===== config.mk =====
export PLATFORM = sky130hd
export DESIGN_NAME = aba_ctl
export DESIGN_NICKNAME = d
export VERILOG_FILES = /design/src/aba_pkg.sv /design/src/aba_ctl.sv /design/src/aba_sync.sv
export SDC_FILE = /design/constraint.sdc
export NUM_CORES = 1
export LEC_CHECK = 0
export ABC_AREA = 1
export BUFFER_PORTS_ARGS = -buffer_cell sky130_fd_sc_hd__buf_4
export CORE_ASPECT_RATIO = 1.25
export CORE_MARGIN = 5
export CORE_UTILIZATION = 35
export CTS_BUF_LIST = sky130_fd_sc_hd__clkbuf_2 sky130_fd_sc_hd__clkbuf_4 sky130_fd_sc_hd__clkbuf_8
export DETAILED_ROUTE_END_ITERATION = 16
export SLEW_MARGIN = 20
export SYNTH_ARGS = -nofsm -noshare
export SYNTH_HDL_FRONTEND = slang
export SYNTH_SLANG_ARGS = --single-unit

===== constraint.sdc =====
create_clock -name pclk -period 3.3 [get_ports pclk]
set_clock_uncertainty 0.1 [all_clocks]
set_input_delay 0.495 -clock pclk [delete_from_list [all_inputs] [get_ports pclk]]
set_output_delay 0.495 -clock pclk [all_outputs]
set_load 0.05 [all_outputs]

===== src/aba_pkg.sv =====
// constants, types and register map of the acquisition control block
package aba_pkg;

    // converter clocks in kHz, timing in conversion clock ticks
    localparam int unsigned CLK_KHZ       = 20000;
    localparam int unsigned INT_OSC_KHZ   = 1560;
    localparam int unsigned INT_CLK_DIV   = CLK_KHZ / INT_OSC_KHZ;
    localparam int unsigned ACQ_TICKS     = 6;
    localparam int unsigned CONV_TICKS    = 12;
    localparam int unsigned RES_W         = 12;

    // apb register byte addresses
    localparam logic [7:0] ADDR_CTRL      = 8'h00;
    localparam logic [7:0] ADDR_STATUS    = 8'h04;
    localparam logic [7:0] ADDR_RESULT    = 8'h08;
    localparam logic [7:0] ADDR_IRQ_STAT  = 8'h0c;
    localparam logic [7:0] ADDR_IRQ_CLR   = 8'h10;
    localparam logic [7:0] ADDR_IRQ_EN    = 8'h14;

    // event bit positions in status, clear and enable registers
    localparam int unsigned EV_DONE       = 0;
    localparam int unsigned EV_ABORT      = 1;
    localparam int unsigned EV_WRITE      = 2;
    localparam int unsigned EV_W          = 3;

    // reset values
    localparam logic [7:0]       CTRL_RST    = 8'h00;
    localparam logic [EV_W-1:0]  IRQ_EN_RST  = 3'h0;
    localparam logic [11:0]      SAR_START   = 12'h800;
    localparam logic [11:0]      RESULT_RST  = 12'h000;

    // power and clock mode codes of the control byte
    localparam logic [1:0] PD_EXT_CLK     = 2'h0;
    localparam logic [1:0] PD_INT_CLK     = 2'h1;
    localparam logic [1:0] PD_STANDBY     = 2'h2;
    localparam logic [1:0] PD_FULL        = 2'h3;

    // control byte layout, msb first
    typedef struct packed {
        logic       power_clock_mode_hi;
        logic       power_clock_mode_lo;
        logic       acquisition_timing_select;
        logic       range_magnitude_select;
        logic       polarity_select;
        logic       channel_sel_2;
        logic       channel_sel_1;
        logic       channel_sel_0;
    } aba_ctrl_t;

    // host pins after the synchroniser
    typedef struct packed {
        logic       cs_n;
        logic       wr_n;
        logic       rd_n;
        logic       upper_byte_select;
        logic       powerdown_force_n;
        logic       conv_clk;
        logic       comp_hi;
        logic [7:0] data;
    } aba_pins_t;

    localparam logic [14:0] PINS_RST      = 15'h7400;

    typedef enum logic [1:0] {
        ST_IDLE,
        ST_ACQ_INT,
        ST_ACQ_EXT,
        ST_CONV
    } aba_state_t;

endpackage


===== src/aba_ctl.sv =====
// converter control, host byte bus and apb register slave
//
// Design decisions made here: the APB interface to the registers and the register addresses.
`timescale 1ns/100ps

// Summary of operation
// - internal mode: write edge latches byte, acquires, converts
// - external mode: first write acquires, second converts
// - read strobe with select low drives result
// - upper select high gives top four bits
// - line n carries bit n, or bit n+8 for n up to 3
// - shutdown pin low forces full power-down
// - interrupt released soon after read strobe falls
// - interrupt on done, cleared by read or write
// - control byte layout; internal mode acquisition lasts six ticks
// - upper byte pads zeros or sign bit
// - write during conversion restarts acquisition
module aba_ctl #(
    parameter int unsigned INT_DIV    = aba_pkg::INT_CLK_DIV,
    parameter int unsigned ACQ_CYCLES = aba_pkg::ACQ_TICKS
) (
    input  wire logic              pclk,
    input  wire logic              presetn,
    input  wire logic              psel,
    input  wire logic              penable,
    input  wire logic              pwrite,
    input  wire logic [7:0]        paddr,
    input  wire logic [31:0]       pwdata,
    output logic      [31:0]       prdata,
    output logic                   pready,
    output logic                   pslverr,
    input  wire logic              cs_n,
    input  wire logic              wr_n,
    input  wire logic              rd_n,
    input  wire logic              upper_byte_select,
    input  wire logic              powerdown_force_n,
    input  wire logic [7:0]        data_in,
    output logic      [7:0]        data_out,
    output logic                   data_oe,
    input  wire logic              conv_clk_in,
    input  wire logic              comp_hi,
    output logic                   int_n,
    output logic                   irq,
    output logic                   track,
    output logic      [11:0]       sar_code,
    output aba_pkg::aba_ctrl_t     ctrl_out,
    output logic                   full_powerdown_state,
    output logic                   standby_powerdown_state
);

    // refuse settings the counters cannot serve
    if (INT_DIV < 2 || INT_DIV > 255) begin : g_div_chk
        $error("aba_ctl: INT_DIV must be 2..255");
    end
    if (ACQ_CYCLES < 1 || ACQ_CYCLES > 7) begin : g_acq_chk
        $error("aba_ctl: ACQ_CYCLES must be 1..7");
    end

    localparam logic [7:0] DIV_LAST = 8'(INT_DIV - 1);
    localparam logic [2:0] ACQ_LAST = 3'(ACQ_CYCLES - 1);
    localparam logic [3:0] BIT_TOP  = 4'(aba_pkg::CONV_TICKS - 1);

    aba_pkg::aba_pins_t   pins_s;
    aba_pkg::aba_ctrl_t   ctrl_q;
    aba_pkg::aba_state_t  state_q;
    aba_pkg::aba_state_t  state_d;

    logic                 wr_prev_q;
    logic                 rd_prev_q;
    logic                 clk_prev_q;
    logic                 ext_clk_q;
    logic [7:0]           div_q;
    logic [2:0]           acq_cnt_q;
    logic [3:0]           bit_q;
    logic [11:0]          code_q;
    logic [11:0]          result_q;
    logic [aba_pkg::EV_W-1:0] irq_stat_q;
    logic [aba_pkg::EV_W-1:0] irq_en_q;

    // all host pins cross into pclk through two flops
    aba_sync #(
        .W       (15),
        .RST_VAL (aba_pkg::PINS_RST)
    ) u_sync (
        .pclk     (pclk),
        .presetn  (presetn),
        .async_in ({cs_n, wr_n, rd_n, upper_byte_select, powerdown_force_n,
                    conv_clk_in, comp_hi, data_in}),
        .sync_out (pins_s)
    );

    // host strobe decoding
    wire logic forced_w   = !pins_s.powerdown_force_n;
    wire logic wr_rise_w  = !wr_prev_q && pins_s.wr_n && !pins_s.cs_n;
    wire logic rd_fall_w  = rd_prev_q && !pins_s.rd_n && !pins_s.cs_n;
    wire logic rd_act_w   = !pins_s.cs_n && !pins_s.rd_n;
    wire aba_pkg::aba_ctrl_t new_ctrl_w = pins_s.data;
    wire logic [1:0] new_pd_w = {new_ctrl_w.power_clock_mode_hi,
                                 new_ctrl_w.power_clock_mode_lo};
    wire logic [1:0] pd_w     = {ctrl_q.power_clock_mode_hi, ctrl_q.power_clock_mode_lo};

    // conversion clock: divided pclk or edges of the clock pin
    wire logic int_tick_w = (div_q == DIV_LAST);
    wire logic ext_tick_w = !clk_prev_q && pins_s.conv_clk;
    wire logic tick_w     = ext_clk_q ? ext_tick_w : int_tick_w;

    // sar step: keep or drop trial bit, then try the next lower one
    wire logic last_bit_w = (bit_q == 4'h0);
    logic [11:0] code_step_w;
    always_comb begin
        code_step_w = code_q;
        if (!pins_s.comp_hi) begin
            code_step_w[bit_q] = 1'b0;
        end
        if (!last_bit_w) begin
            code_step_w[bit_q - 4'h1] = 1'b1;
        end
    end

    // a write wins over a conversion step in the same cycle, but not over the last acquisition tick
    wire logic acq_end_w = (state_q == aba_pkg::ST_ACQ_INT) && tick_w
                           && (acq_cnt_q == ACQ_LAST);
    wire logic conv_step_w = (state_q == aba_pkg::ST_CONV) && tick_w && !wr_rise_w;
    wire logic done_w    = conv_step_w && last_bit_w && !forced_w;
    wire logic abort_w   = wr_rise_w && (state_q == aba_pkg::ST_CONV);
    wire logic start_conv_w = acq_end_w ||
                              (wr_rise_w && state_q == aba_pkg::ST_ACQ_EXT
                               && !new_ctrl_w.acquisition_timing_select);

    // sequencing of acquisition and conversion
    always_comb begin
        state_d = state_q;
        unique case (state_q)
            aba_pkg::ST_IDLE: begin
                state_d = aba_pkg::ST_IDLE;
            end
            aba_pkg::ST_ACQ_INT: begin
                if (acq_end_w) begin
                    state_d = aba_pkg::ST_CONV;
                end
            end
            aba_pkg::ST_ACQ_EXT: begin
                state_d = aba_pkg::ST_ACQ_EXT;
            end
            aba_pkg::ST_CONV: begin
                if (conv_step_w && last_bit_w) begin
                    state_d = aba_pkg::ST_IDLE;
                end
            end
        endcase
        if (wr_rise_w) begin
            if (start_conv_w) begin
                state_d = aba_pkg::ST_CONV;
            end else if (new_ctrl_w.acquisition_timing_select) begin
                state_d = aba_pkg::ST_ACQ_EXT;
            end else begin
                state_d = aba_pkg::ST_ACQ_INT;
            end
        end
        if (forced_w) begin
            state_d = aba_pkg::ST_IDLE;
        end
    end

    // state and strobe history
    always_ff @(posedge pclk or negedge presetn) begin
        if (!presetn) begin
            state_q    <= aba_pkg::ST_IDLE;
            wr_prev_q  <= 1'b1;
            rd_prev_q  <= 1'b1;
            clk_prev_q <= 1'b0;
        end else begin
            state_q    <= state_d;
            wr_prev_q  <= pins_s.wr_n;
            rd_prev_q  <= pins_s.rd_n;
            clk_prev_q <= pins_s.conv_clk;
        end
    end

    // control byte capture; power-down codes leave the clock mode alone
    always_ff @(posedge pclk or negedge presetn) begin
        if (!presetn) begin
            ctrl_q    <= aba_pkg::CTRL_RST;
            ext_clk_q <= 1'b1;
        end else if (wr_rise_w) begin
            ctrl_q    <= new_ctrl_w;
            if (new_pd_w == aba_pkg::PD_EXT_CLK) begin
                ext_clk_q <= 1'b1;
            end else if (new_pd_w == aba_pkg::PD_INT_CLK) begin
                ext_clk_q <= 1'b0;
            end
        end
    end

    // oscillator divider runs free; a write does not realign its phase, so the first acquisition tick can come early
    always_ff @(posedge pclk or negedge presetn) begin
        if (!presetn) begin
            div_q <= 8'h00;
        end else if (int_tick_w) begin
            div_q <= 8'h00;
        end else begin
            div_q <= div_q + 8'h01;
        end
    end

    // acquisition tick counter, restarted by every accepted write
    always_ff @(posedge pclk or negedge presetn) begin
        if (!presetn) begin
            acq_cnt_q <= 3'h0;
        end else if (wr_rise_w) begin
            acq_cnt_q <= 3'h0;
        end else if (state_q == aba_pkg::ST_ACQ_INT && tick_w) begin
            acq_cnt_q <= acq_cnt_q + 3'h1;
        end
    end

    // sar and result latch; trial code preset at every write with the shutdown pin high so the synced
    // comparator has settled before a host-timed conversion's first tick
    always_ff @(posedge pclk or negedge presetn) begin
        if (!presetn) begin
            code_q   <= aba_pkg::SAR_START;
            bit_q    <= BIT_TOP;
            result_q <= aba_pkg::RESULT_RST;
        end else if ((start_conv_w || wr_rise_w) && !forced_w) begin
            code_q   <= aba_pkg::SAR_START;
            bit_q    <= BIT_TOP;
        end else if (conv_step_w) begin
            code_q   <= code_step_w;
            bit_q    <= last_bit_w ? BIT_TOP : bit_q - 4'h1;
            if (last_bit_w) begin
                result_q <= code_step_w;
            end
        end
    end

    // completion interrupt pin: set wins over read or write release
    always_ff @(posedge pclk or negedge presetn) begin
        if (!presetn) begin
            int_n <= 1'b1;
        end else if (done_w) begin
            int_n <= 1'b0;
        end else if (rd_fall_w || wr_rise_w) begin
            int_n <= 1'b1;
        end
    end

    // byte lanes of the result; upper lanes pad zero or sign
    wire logic pad_w = ctrl_q.polarity_select & result_q[11];
    wire logic [7:0] hi_byte_w = {{4{pad_w}}, result_q[11:8]};
    wire logic [7:0] lo_byte_w = result_q[7:0];

    // bus drive, registered so the pins come straight from flops
    always_ff @(posedge pclk or negedge presetn) begin
        if (!presetn) begin
            data_oe  <= 1'b0;
            data_out <= 8'h00;
        end else begin
            data_oe  <= rd_act_w;
            data_out <= pins_s.upper_byte_select ? hi_byte_w : lo_byte_w;
        end
    end

    // analog-side controls and power state
    always_ff @(posedge pclk or negedge presetn) begin
        if (!presetn) begin
            track                   <= 1'b0;
            sar_code                <= aba_pkg::SAR_START;
            ctrl_out                <= aba_pkg::CTRL_RST;
            full_powerdown_state    <= 1'b0;
            standby_powerdown_state <= 1'b0;
        end else begin
            track    <= (state_q == aba_pkg::ST_ACQ_INT) || (state_q == aba_pkg::ST_ACQ_EXT);
            sar_code <= code_q;
            ctrl_out <= ctrl_q;
            full_powerdown_state    <= forced_w ||
                                       (state_q == aba_pkg::ST_IDLE && pd_w == aba_pkg::PD_FULL);
            standby_powerdown_state <= !forced_w && state_q == aba_pkg::ST_IDLE
                                       && pd_w == aba_pkg::PD_STANDBY;
        end
    end

    // apb decode: answer in the second access cycle
    wire logic apb_acc_w   = psel && penable && !pready;
    wire logic hit_w       = (paddr == aba_pkg::ADDR_CTRL) || (paddr == aba_pkg::ADDR_STATUS)
                             || (paddr == aba_pkg::ADDR_RESULT)
                             || (paddr == aba_pkg::ADDR_IRQ_STAT)
                             || (paddr == aba_pkg::ADDR_IRQ_CLR)
                             || (paddr == aba_pkg::ADDR_IRQ_EN);
    wire logic apb_wr_w    = psel && penable && pready && pwrite && hit_w;
    wire logic clr_wr_w    = apb_wr_w && (paddr == aba_pkg::ADDR_IRQ_CLR);
    wire logic en_wr_w     = apb_wr_w && (paddr == aba_pkg::ADDR_IRQ_EN);
    wire logic [aba_pkg::EV_W-1:0] ev_w = {wr_rise_w, abort_w, done_w};
    wire logic [31:0] status_w = {24'h00_0000, int_n, forced_w, ext_clk_q,
                                  full_powerdown_state, standby_powerdown_state,
                                  1'b0, state_q};

    logic [31:0] rd_mux_w;
    always_comb begin
        rd_mux_w = 32'h0000_0000;
        unique case (paddr)
            aba_pkg::ADDR_CTRL:     rd_mux_w = {24'h00_0000, ctrl_q};
            aba_pkg::ADDR_STATUS:   rd_mux_w = status_w;
            aba_pkg::ADDR_RESULT:   rd_mux_w = {20'h0_0000, result_q};
            aba_pkg::ADDR_IRQ_STAT: rd_mux_w = {29'h0000_0000, irq_stat_q};
            aba_pkg::ADDR_IRQ_EN:   rd_mux_w = {29'h0000_0000, irq_en_q};
            default:                rd_mux_w = 32'h0000_0000;
        endcase
    end

    // apb handshake and read data
    always_ff @(posedge pclk or negedge presetn) begin
        if (!presetn) begin
            pready  <= 1'b0;
            pslverr <= 1'b0;
            prdata  <= 32'h0000_0000;
        end else begin
            pready  <= apb_acc_w;
            pslverr <= apb_acc_w && !hit_w;
            prdata  <= (apb_acc_w && !pwrite) ? rd_mux_w : 32'h0000_0000;
        end
    end

    // sticky events, mask and interrupt line; a new event beats the clear
    always_ff @(posedge pclk or negedge presetn) begin
        if (!presetn) begin
            irq_stat_q <= '0;
            irq_en_q   <= aba_pkg::IRQ_EN_RST;
            irq        <= 1'b0;
        end else begin
            irq_stat_q <= (irq_stat_q & ~(clr_wr_w ? pwdata[aba_pkg::EV_W-1:0] : '0)) | ev_w;
            if (en_wr_w) begin
                irq_en_q <= pwdata[aba_pkg::EV_W-1:0];
            end
            irq        <= |(irq_stat_q & irq_en_q);
        end
    end

endmodule


===== src/aba_sync.sv =====
// two flip-flop synchroniser for a group of asynchronous pins
`timescale 1ns/100ps
module aba_sync #(
    parameter int unsigned W       = 16,
    parameter logic [W-1:0] RST_VAL = '0
) (
    input  wire logic         pclk,
    input  wire logic         presetn,
    input  wire logic [W-1:0] async_in,
    output logic      [W-1:0] sync_out
);

    logic [W-1:0] meta_q;

    // first stage is read only by the second stage
    always_ff @(posedge pclk or negedge presetn) begin
        if (!presetn) begin
            meta_q   <= RST_VAL;
            sync_out <= RST_VAL;
        end else begin
            meta_q   <= async_in;
            sync_out <= meta_q;
        end
    end

endmodule


==> results.tsv, run 1 <==
stage	metric	value	unit
grt	grt_antenna_before_repair	0	
synthesis	ys_seq_area_frac	0.6058	
die	boundaryPins	128	
detailed_routing	drt_pass1_iterations	5	
die	core_region_area	0.01607	mm2
pwr	power_density	528.7	mW/mm2
grt	grt_max_degree	79	
critical_path	path_class	reg -> reg	
critical_path	cp_slowest_stage_delay	0.54	ns
critical_path	worst-path-buf-inv	3	
cts	cts.sinks	137	
timing	worst_pin_slew	0.6864	ns
timing	fin_crit_sh	0.6876	
cts	cts.path.max_buffers	2	
final_layout	drive_gt1_frac	0.2266	
final_layout	layout_common_cells	170 x nand2_1, 120 x dfrtp_1, 77 x buf_4	
final_layout	num-nets-final	752	
status	status	finished clean	
die	std_cell_rows	52	
critical_path	crit_fanout	19	
grt	grt_pass1_wl	19340	um
detailed_routing	wl_per_cell	12.82	um
cts	clk_pin_slew	0.08	ns
synthesis	syn_inst	593	
synthesis	ys_async_sr_fraction	1.000	
synthesis	netlist.area_leader.share	0.5274	
cts	ctsRootBufferMaster	clkbuf_8	
worst_hold_path	hold_path_class	in -> reg	
cts	post_cts_resized	0	
die	initial_utilization	0.3543	
die	die_w	124.1	um
run	max_cap_viol_count	0	
detailed_routing	via_count	4003	
grt	overflow	0	
cts	cts_tree	done	
critical_path	worst_path_max_delay_cell	dfstp_2	
detailed_routing	viasPerCell	4.404	
critical_path	path_cells	nor2_1 -> nand2_4 -> inv_1 -> nor2_2 -> nand2_2 -> inv_2 -> nand3_1 -> o21ai_1 -> nand2_1 -> inv_1	
final_layout	regArea	0.003450	mm2
grt	track_usage	0.1293	
synthesis	synth_seq_cells	137	
placement	gp_congestion	0.8026	
timing	relSlewSlack	0.5424	
final_layout	final_common_cell	nand2_1	
detailed_routing	wirelength	11660	um
critical_path	endpoint_kind	register	
die	die_area	0.01894	mm2
final_layout	antenna_cells	0	
critical_path	crit_arrival	2.53	ns
final_layout	fillers	1580	
timing	min_period	2.269	ns
timing	finalSetupTns	0	ns
synthesis	syn-cell-area	0.005694	mm2
detailed_routing	post-route-drc-count	0	
final_layout	multi_input_area	0.001783	mm2
timing	fmax	0.4407	GHz
detailed_routing	detail_route.iter0.violations	308	
synthesis	yosys.area.top_type	dfrtp_1	
synthesis	synth_ff_type	dfrtp_1	
timing	timing.hold.ws	0.06219	ns
die	fp.dieH	152.6	um
synthesis	yosys.cell_types.count	36	
placement	hpwlAfterDp	8611	um
pwr	max-vdd-ir-drop	0.0002060	V
timing	rsz0062_at_grt	no	
pwr	p_leak	3.582	nW
grt	grt_pass1_vias	4053	
timing	drv_slew	0	
cts	cts_buffers	17	
critical_path	critPathRequiredTime	3.56	ns
cts	h-tree-depth	4	
timing	final_hold_viol_count	0	
synthesis	yosys_warnings	0	
critical_path	start_kind	register	
cts	clk_latency	0.43	ns
cts	post_cts.repair.setup_buffers	0	
final_layout	synthToLayoutAreaGrowth	20.11	%
detailed_routing	ant_nets	0	
placement	portBuffers	78	
synthesis	synth_area_leaders	dfrtp_1 53%, nand2_1 11%, dfstp_2 7.8%	
synthesis	avgSynthCellArea	9.602	um2
timing	setup_viol	0	
critical_path	cp_top_family	simple AND/OR/NAND/NOR gates	
synthesis	synth-edff-count	0	
critical_path	path_common_cell	inv_1	
## sequential cells by signal, summed over array words and instances, names as in the netlist, 2 cells and up
name / flops
acq_cnt_q: 3
irq_en_q: 3
u_sync.meta_q: 15
ctrl_out: 8
sar_code: 12
state_q: 2
data_out: 8
prdata: 12
code_q: 12
u_sync.sync_out: 15
bit_q: 4
irq_stat_q: 3
ctrl_q: 8
result_q: 12
div_q: 8
## path summary, 6_finish.rpt
kind,startpoint,depth (start not counted),endpoint,slack [ns]
worst max register to register,u_sync.sync_out[14],10,bit_q[2],1.03
worst min-delay path,wr_n,1,u_sync.meta_q[13],0.06
min in group asynchronous,presetn,2,u_sync.meta_q[5],0.56
max in group asynchronous,presetn,3,bit_q[1],1.73
worst min register to register,u_sync.meta_q[11],0,u_sync.sync_out[11],0.25
worst max-delay path,u_sync.sync_out[14],10,bit_q[2],1.03
## synth_stat cells (2+ instances only)
cell	number
a21oi_1	8
buf_2	3
buf_4	20
buf_6	6
clkbuf_1	2
dfrtp_1	120
dfstp_2	17
ha_1	12
inv_1	73
inv_2	5
nand2_1	170
nand2_2	6
nand2_4	2
nand3_1	24
nand3_2	6
nand3b_1	2
nor2_1	33
nor2_2	4
nor2_4	2
nor3_1	8
o211ai_1	4
o21ai_0	45
o21ai_1	3
o221ai_1	2
o22ai_1	3
xor2_1	3
## cell type report
cell class                 count  area share
inverter                      78     0.04281
multi-input combinational    366      0.2607
clock inverter                11     0.02159
timing repair buffer          80     0.09056
sequential                   137      0.5044
tap                          216     0.03952
clock buffer                  21     0.04043
## what timing repair did
action | 4_1_cts | 5_1_grt
setup endpoints to repair | 0 | 0
endpoints found under the hold margin | 20 | 0
hold buffers | 1 | 0
## stage by stage
stage	instances	util	setup WS, ns	total power, W	area (um2)
after floorplan	612	-	1.535	0.002080	5766
after global placement	876	0.3986	1.078	0.002207	6405
after detailed placement	876	0.3986	1.060	0.002216	6405
after CTS	909	0.4256	1.025	0.003664	6839
after global routing	909	0.4256	0.8005	0.003770	6839
final	909	0.4256	1.031	0.003616	6839
## power by group
part           total [W]  internal, W  switching (W)
Combinational   0.000370    0.0000962       0.000274
Sequential       0.00181      0.00176      0.0000495
Clock            0.00143     0.000805       0.000629
## worst register-to-register path: stages, from the launching register on
cell     delay, ns
dfstp_2       0.54
nor2_1        0.06
nand2_4       0.19
inv_1         0.22
nor2_2        0.20
nand2_2       0.25
inv_2         0.32
nand3_1       0.10
o21ai_1       0.10
nand2_1       0.06
inv_1         0.07
## layer usage
layer | wire (um) | global-route usage | up-vias
li1 | - | - | 1987
met1 | 4797 | 0.1538 | 1869
met2 | 5783 | 0.2165 | 127
met3 | 800 | 0.03825 | 20
met4 | 276 | 0.05271 | 0
met5 | 0 | 0 | -
## logic make-up after synthesis
| logic type | Yosys count | share of synthesized area |
|---|---|---|
| and+or+nand+nor | 261 | 0.2004 |
| other | 1 | 0.0006586 |
| buffers and inverters | 109 | 0.09360 |
| xor gates and xnor gates | 3 | 0.004615 |
| adders and majority gates | 12 | 0.02637 |
| AOI/OAI and AO/OA | 68 | 0.06482 |
| DFF | 137 | 0.6058 |
| muxes | 2 | 0.003735 |
Note: power is estimated with default switching activity, not from simulation.
==> run 2: changes to the inputs <==
==> constraint.sdc (replaced) <==
create_clock -name pclk -period 2.35 [get_ports pclk]
set_clock_uncertainty 0.1 [all_clocks]
set_input_delay 0.3525 -clock pclk [delete_from_list [all_inputs] [get_ports pclk]]
set_output_delay 0.3525 -clock pclk [all_outputs]
set_load 0.05 [all_outputs]
==> results.tsv, run 2 (same netlist as run 1, synthesis figures left out) <==
stage	metric	value	unit	change
grt	grt_antenna_before_repair	0		unchanged
final_layout	final_area	0.007054	mm2	+3.1%
timing	drv_slew	0		unchanged
critical_path	r2r_start	bit_q[0]		
placement	hpwlAfterDp	8860	um	+2.9%
die	core_region_area	0.01607	mm2	unchanged
final_layout	final_common_cell	nand2_1		
timing	fin_crit_sh	0.8870		+0.1993
die	std_cell_rows	52		unchanged
die	die_area	0.01894	mm2	unchanged
critical_path	crit_arrival	2.36	ns	-0.17 ns
grt	grt_pass1_vias	4152		+2.4%
critical_path	worst_path_max_delay_cell	dfstp_2		
grt	overflow	0		unchanged
grt	track_usage	0.1336		+0.004316
critical_path	cp_top_family	flip-flops		
critical_path	path_common_cell	nand2_1		
detailed_routing	post-route-drc-count	0		unchanged
detailed_routing	wirelength	11930	um	+2.3%
timing	worst_pin_slew	0.6066	ns	-0.07981 ns
detailed_routing	via_count	4065		+1.5%
detailed_routing	ant_nets	0		unchanged
pwr	p_leak	3.690	nW	+3.0%
critical_path	worst-path-buf-inv	3		unchanged
grt	grt_max_degree	67		-15%
detailed_routing	drt_pass1_iterations	5		unchanged
placement	place_area	0.006462	mm2	+0.90%
final_layout	reg_top3	u_sync.meta_q (15), u_sync.sync_out (15)		
critical_path	critPathRequiredTime	2.63	ns	-0.93 ns
final_layout	antenna_cells	0		unchanged
status	status	finished clean		
critical_path	path_class	reg -> reg		
critical_path	cp_slowest_stage_delay	0.60	ns	+0.06 ns
cts	clk_latency	0.43	ns	about the same
final_layout	num-nets-final	773		+2.8%
cts	post_cts.repair.setup_buffers	0		unchanged
grt	grt_pass1_wl	20040	um	+3.6%
timing	fmax	0.4798	GHz	+8.9%
die	fp.dieH	152.6	um	unchanged
worst_hold_path	hold_path_class	in -> reg		
critical_path	endpoint_kind	register		
final_layout	fin_util	0.4390		+0.01339
placement	gp_congestion	0.8392		+4.6%
run	max_cap_viol_count	0		unchanged
timing	finalSetupTns	0	ns	unchanged
critical_path	crit_fanout	6		-13
pwr	p_total	0.005126	W	+42%
detailed_routing	wl_per_cell	12.82	um	about the same
pwr	max-vdd-ir-drop	0.0002866	V	+39%
cts	h-tree-depth	4		unchanged
cts	cts.path.max_buffers	2		unchanged
worst_hold_path	hp-start	penable		
timing	relSlewSlack	0.5956		+0.05320
cts	cts.sinks	137		unchanged
timing	min_period	2.084	ns	-0.1848 ns
timing	setup_viol	0		unchanged
detailed_routing	detail_route.iter0.violations	281		-8.8%
critical_path	path_cells	inv_1 -> ha_1 -> nor2_1 -> nor2_2 -> inv_1 -> nand2_1 -> o21ai_0 -> nand2_1 -> nand2_1 -> nand2_1 -> inv_1		
placement	portBuffers	78		unchanged
detailed_routing	viasPerCell	4.371		-0.74%
die	boundaryPins	128		unchanged
cts	ctsRootBufferMaster	clkbuf_8		
die	die_w	124.1	um	unchanged
die	initial_utilization	0.3543		unchanged
critical_path	cp-startpoint	bit_q[0]		
timing	final_hold_viol_count	0		unchanged
cts	clk_pin_slew	0.08	ns	about the same
final_layout	fillers	1531		-3.1%
cts	cts_tree	done		
timing	timing.hold.ws	0.07790	ns	+0.01572 ns
final_layout	drive_gt1_frac	0.2297		+0.003141
final_layout	synthToLayoutAreaGrowth	23.88	%	
pwr	power_density	726.6	mW/mm2	+37%
timing	rsz0062_at_grt	no		
final_layout	layout_common_cells	170 x nand2_1, 120 x dfrtp_1, 82 x buf_4		
critical_path	start_kind	register		
cts	cts_buffers	17		unchanged
[run 2: timing repair]
item / in CTS / in global routing
hold buffers: 16 / 0
setup endpoints to repair: 0 / 5
gates resized for setup: 0 / 2
endpoints found under the hold margin: 67 / 0
[run 2: power breakdown]
part	internal, W	switching (W)
combinational	0.000157	0.000388
sequential	0.00247	0.0000689
clock	0.00112	0.000919
[run 2: area by class of cell]
class	count	area, um2	area share
clock buffer	19	261.5	0.03707
clock inverter	13	167.7	0.02377
inverter	78	292.8	0.04150
multi-input combinational	366	1785	0.2531
sequential	137	3450	0.4890
tap	216	270.3	0.03831
timing repair buffer	101	827.0	0.1172
[run 2: worst register-to-register path, delay by kind of cell, from the launching register on]
family | cells | cell delay, ns
buffers and inverters | 3 | 0.22
and+or+nand+nor | 6 | 0.54
AOI/OAI and AO/OA | 1 | 0.34
DFF | 1 | 0.60
adders and majority gates | 1 | 0.26
[run 2: final timing paths]
| check | cells after the start | to | slack (ns) |
|---|---|---|---|
| setup / recovery | 11 | code_q[9] | 0.27 |
| hold / removal | 3 | pready | 0.08 |
| setup reg to reg | 11 | code_q[9] | 0.27 |
| hold reg to reg | 0 | u_sync.sync_out[9] | 0.25 |
| max in group asynchronous | 3 | bit_q[1] | 1.09 |
| min in group asynchronous | 2 | u_sync.meta_q[0] | 0.38 |
[run 2: routing by layer]
metal / vias up / track usage / wire length [um]
met5: - / 0 / 0
met3: 22 / 0.03193 / 747
met1: 1886 / 0.1594 / 4872
met4: 0 / 0.06628 / 326
li1: 2026 / - / -
met2: 131 / 0.2227 / 5979
[run 2: through the flow]
stage | setup slack [ns] | cells
after floorplan | 0.5848 | 612
after global placement | 0.2906 | 882
after detailed placement | 0.2462 | 882
after CTS | 0.2364 | 930
after global routing | 0.01140 | 930
final | 0.2656 | 930
==> run 3: changes to the inputs <==
--- a/config.mk
+++ b/config.mk
@@ -10,7 +10,6 @@
 export CORE_ASPECT_RATIO = 1.25
 export CORE_MARGIN = 5
 export CORE_UTILIZATION = 35
-export CTS_BUF_LIST = sky130_fd_sc_hd__clkbuf_2 sky130_fd_sc_hd__clkbuf_4 sky130_fd_sc_hd__clkbuf_8
 export DETAILED_ROUTE_END_ITERATION = 16
 export SLEW_MARGIN = 20
 export SYNTH_ARGS = -nofsm -noshare
==> results.tsv, run 3 (same netlist as run 1, synthesis figures left out) <==
stage	metric	value	unit	change
status	status	finished clean		
cts	post_cts.repair.setup_buffers	0		unchanged
grt	grt_pass1_wl	20200	um	+0.79%
cts	clk_latency	0.41	ns	-0.02 ns
grt	track_usage	0.1349		+0.001230
detailed_routing	ant_nets	0		unchanged
placement	gp_congestion	0.8392		unchanged
final_layout	synthToLayoutAreaGrowth	27.25	%	
critical_path	worst-path-buf-inv	3		unchanged
cts	h-tree-depth	4		unchanged
final_layout	num-nets-final	773		unchanged
placement	dpl.cell_count	882		unchanged
critical_path	critPathRequiredTime	2.60	ns	-0.03 ns
final_layout	final_area	0.007246	mm2	+2.7%
timing	fin_crit_sh	0.9007		+0.01369
detailed_routing	viasPerCell	4.367		about the same
die	initial_utilization	0.3543		unchanged
timing	final_hold_viol_count	0		unchanged
cts	cts.sinks	137		unchanged
final_layout	fillers	1506		-1.6%
worst_hold_path	hold_path_class	in -> reg		
cts	cts.path.max_buffers	2		unchanged
timing	fmax	0.4725	GHz	-1.5%
grt	grt_antenna_before_repair	0		unchanged
die	core_region_area	0.01607	mm2	unchanged
final_layout	antenna_cells	0		unchanged
timing	min_period	2.117	ns	+0.03217 ns
cts	ctsRootBufferMaster	clkbuf_16		
final_layout	final_common_cell	nand2_1		
die	die_area	0.01894	mm2	unchanged
cts	cts_tree	done		
timing	rsz0062_at_grt	no		
pwr	power_density	806.7	mW/mm2	+11%
die	die_w	124.1	um	unchanged
detailed_routing	post-route-drc-count	0		unchanged
cts	clk_pin_slew	0.06	ns	-0.02 ns
critical_path	path_cells	inv_1 -> ha_1 -> nor2_1 -> nor2_2 -> inv_1 -> nand2_1 -> o21ai_0 -> nand2_1 -> nand2_1 -> nand2_1 -> inv_1		
critical_path	path_class	reg -> reg		
pwr	p_leak	3.777	nW	+2.4%
timing	drv_slew	0		unchanged
critical_path	path_common_cell	nand2_1		
critical_path	crit_arrival	2.37	ns	about the same
run	max_cap_viol_count	0		unchanged
timing	worst_pin_slew	0.6091	ns	+0.002459 ns
detailed_routing	detail_route.iter0.violations	273		-2.8%
die	fp.dieH	152.6	um	unchanged
final_layout	layoutNonFillerInstCount	930		unchanged
timing	relSlewSlack	0.5940		-0.001639
critical_path	worst_path_max_delay_cell	dfstp_2		
critical_path	cp_slowest_stage_delay	0.59	ns	about the same
placement	hpwlAfterDp	8860	um	unchanged
detailed_routing	via_count	4061		-0.098%
detailed_routing	wl_per_cell	12.94	um	+0.90%
grt	overflow	0		unchanged
placement	portBuffers	78		unchanged
die	boundaryPins	128		unchanged
critical_path	crit_fanout	6		unchanged
final_layout	drive_gt1_frac	0.2297		unchanged
critical_path	cp_top_family	flip-flops		
grt	grt_pass1_vias	4169		+0.41%
timing	setup_viol	0		unchanged
final_layout	layout_common_cells	170 x nand2_1, 120 x dfrtp_1, 82 x buf_4		
die	std_cell_rows	52		unchanged
grt	grt_max_degree	67		unchanged
detailed_routing	drt_pass1_iterations	4		-1
pwr	max-vdd-ir-drop	0.0004524	V	+58%
critical_path	endpoint_kind	register		
final_layout	reg_top3	u_sync.meta_q (15), u_sync.sync_out (15)		
placement	place_area	0.006462	mm2	unchanged
timing	finalSetupTns	0	ns	unchanged
critical_path	start_kind	register		
cts	cts_buffers	17		unchanged
detailed_routing	wirelength	12030	um	+0.90%
==> run 3: cell counts in the layout (fill, tap and decap cells not counted) <==
No cell type changed its count.
==> run 3: worst paths after layout <==
path	startpoint	endpoint	slack, ns	cells past startpoint
worst min-delay path	penable	pready	0.11	3
worst max register to register	bit_q[0]	code_q[8]	0.23	11
worst max-delay path	bit_q[0]	code_q[8]	0.23	11
worst min register to register	u_sync.meta_q[9]	u_sync.sync_out[9]	0.25	0
max in group asynchronous	presetn	code_q[11]	1.06	3
min in group asynchronous	presetn	u_sync.meta_q[0]	0.41	2
==> run 3: layout make-up <==
type | count | area, um2 | share of cell area
Multi-Input combinational cell | 366 | 1785 | 0.2464
Inverter | 78 | 292.8 | 0.04041
Timing Repair Buffer | 101 | 827.0 | 0.1141
Clock inverter | 13 | 167.7 | 0.02314
Clock buffer | 19 | 452.9 | 0.06251
Sequential cell | 137 | 3450 | 0.4761
Tap cell | 216 | 270.3 | 0.03730
==> run 3: metrics by stage <==
step           total power (W)  worst slack (ns)  utilization  hold slack, ns
2_1_floorplan         0.002921            0.5848            -        -0.04309
3_3_place_gp          0.003105            0.2906       0.4021          0.2350
3_5_place_dp          0.003117            0.2462       0.4021          0.2347
4_1_cts               0.005915            0.2344       0.4507         0.09018
5_1_grt               0.006073           0.01303       0.4509          0.1186
6_report              0.005845            0.2334       0.4509          0.1073
==> run 3: routing by layer <==
layer  track usage  part of all wire  vias up
met5             0                 0        -
met4       0.04802             0.017        0
met3       0.04419             0.054       10
met2        0.2258              0.51      102
met1        0.1608              0.42     1924
li1              -                 -     2025
==> run 3: report_power, final <==
| group | internal (W) | switching, W | total (W) |
|---|---|---|---|
| clock network | 0.00174 | 0.00102 | 0.00275 |
| registers | 0.00248 | 0.0000687 | 0.00255 |
| logic | 0.000157 | 0.000388 | 0.000545 |
==> run 3: worst register-to-register path: cells and delay by family (launching register included) <==
| family | cells | cell delay, ns |
|---|---|---|
| and+or+nand+nor | 6 | 0.52 |
| adders and majority gates | 1 | 0.26 |
| AOI/OAI and AO/OA | 1 | 0.36 |
| DFF | 1 | 0.59 |
| buffers and inverters | 3 | 0.22 |
==> run 3: what timing repair did <==
action | in CTS | in global routing
setup endpoints to repair | 0 | 4
hold endpoints to repair | 67 | 0
hold buffers | 16 | 0
gates resized for setup | 0 | 2
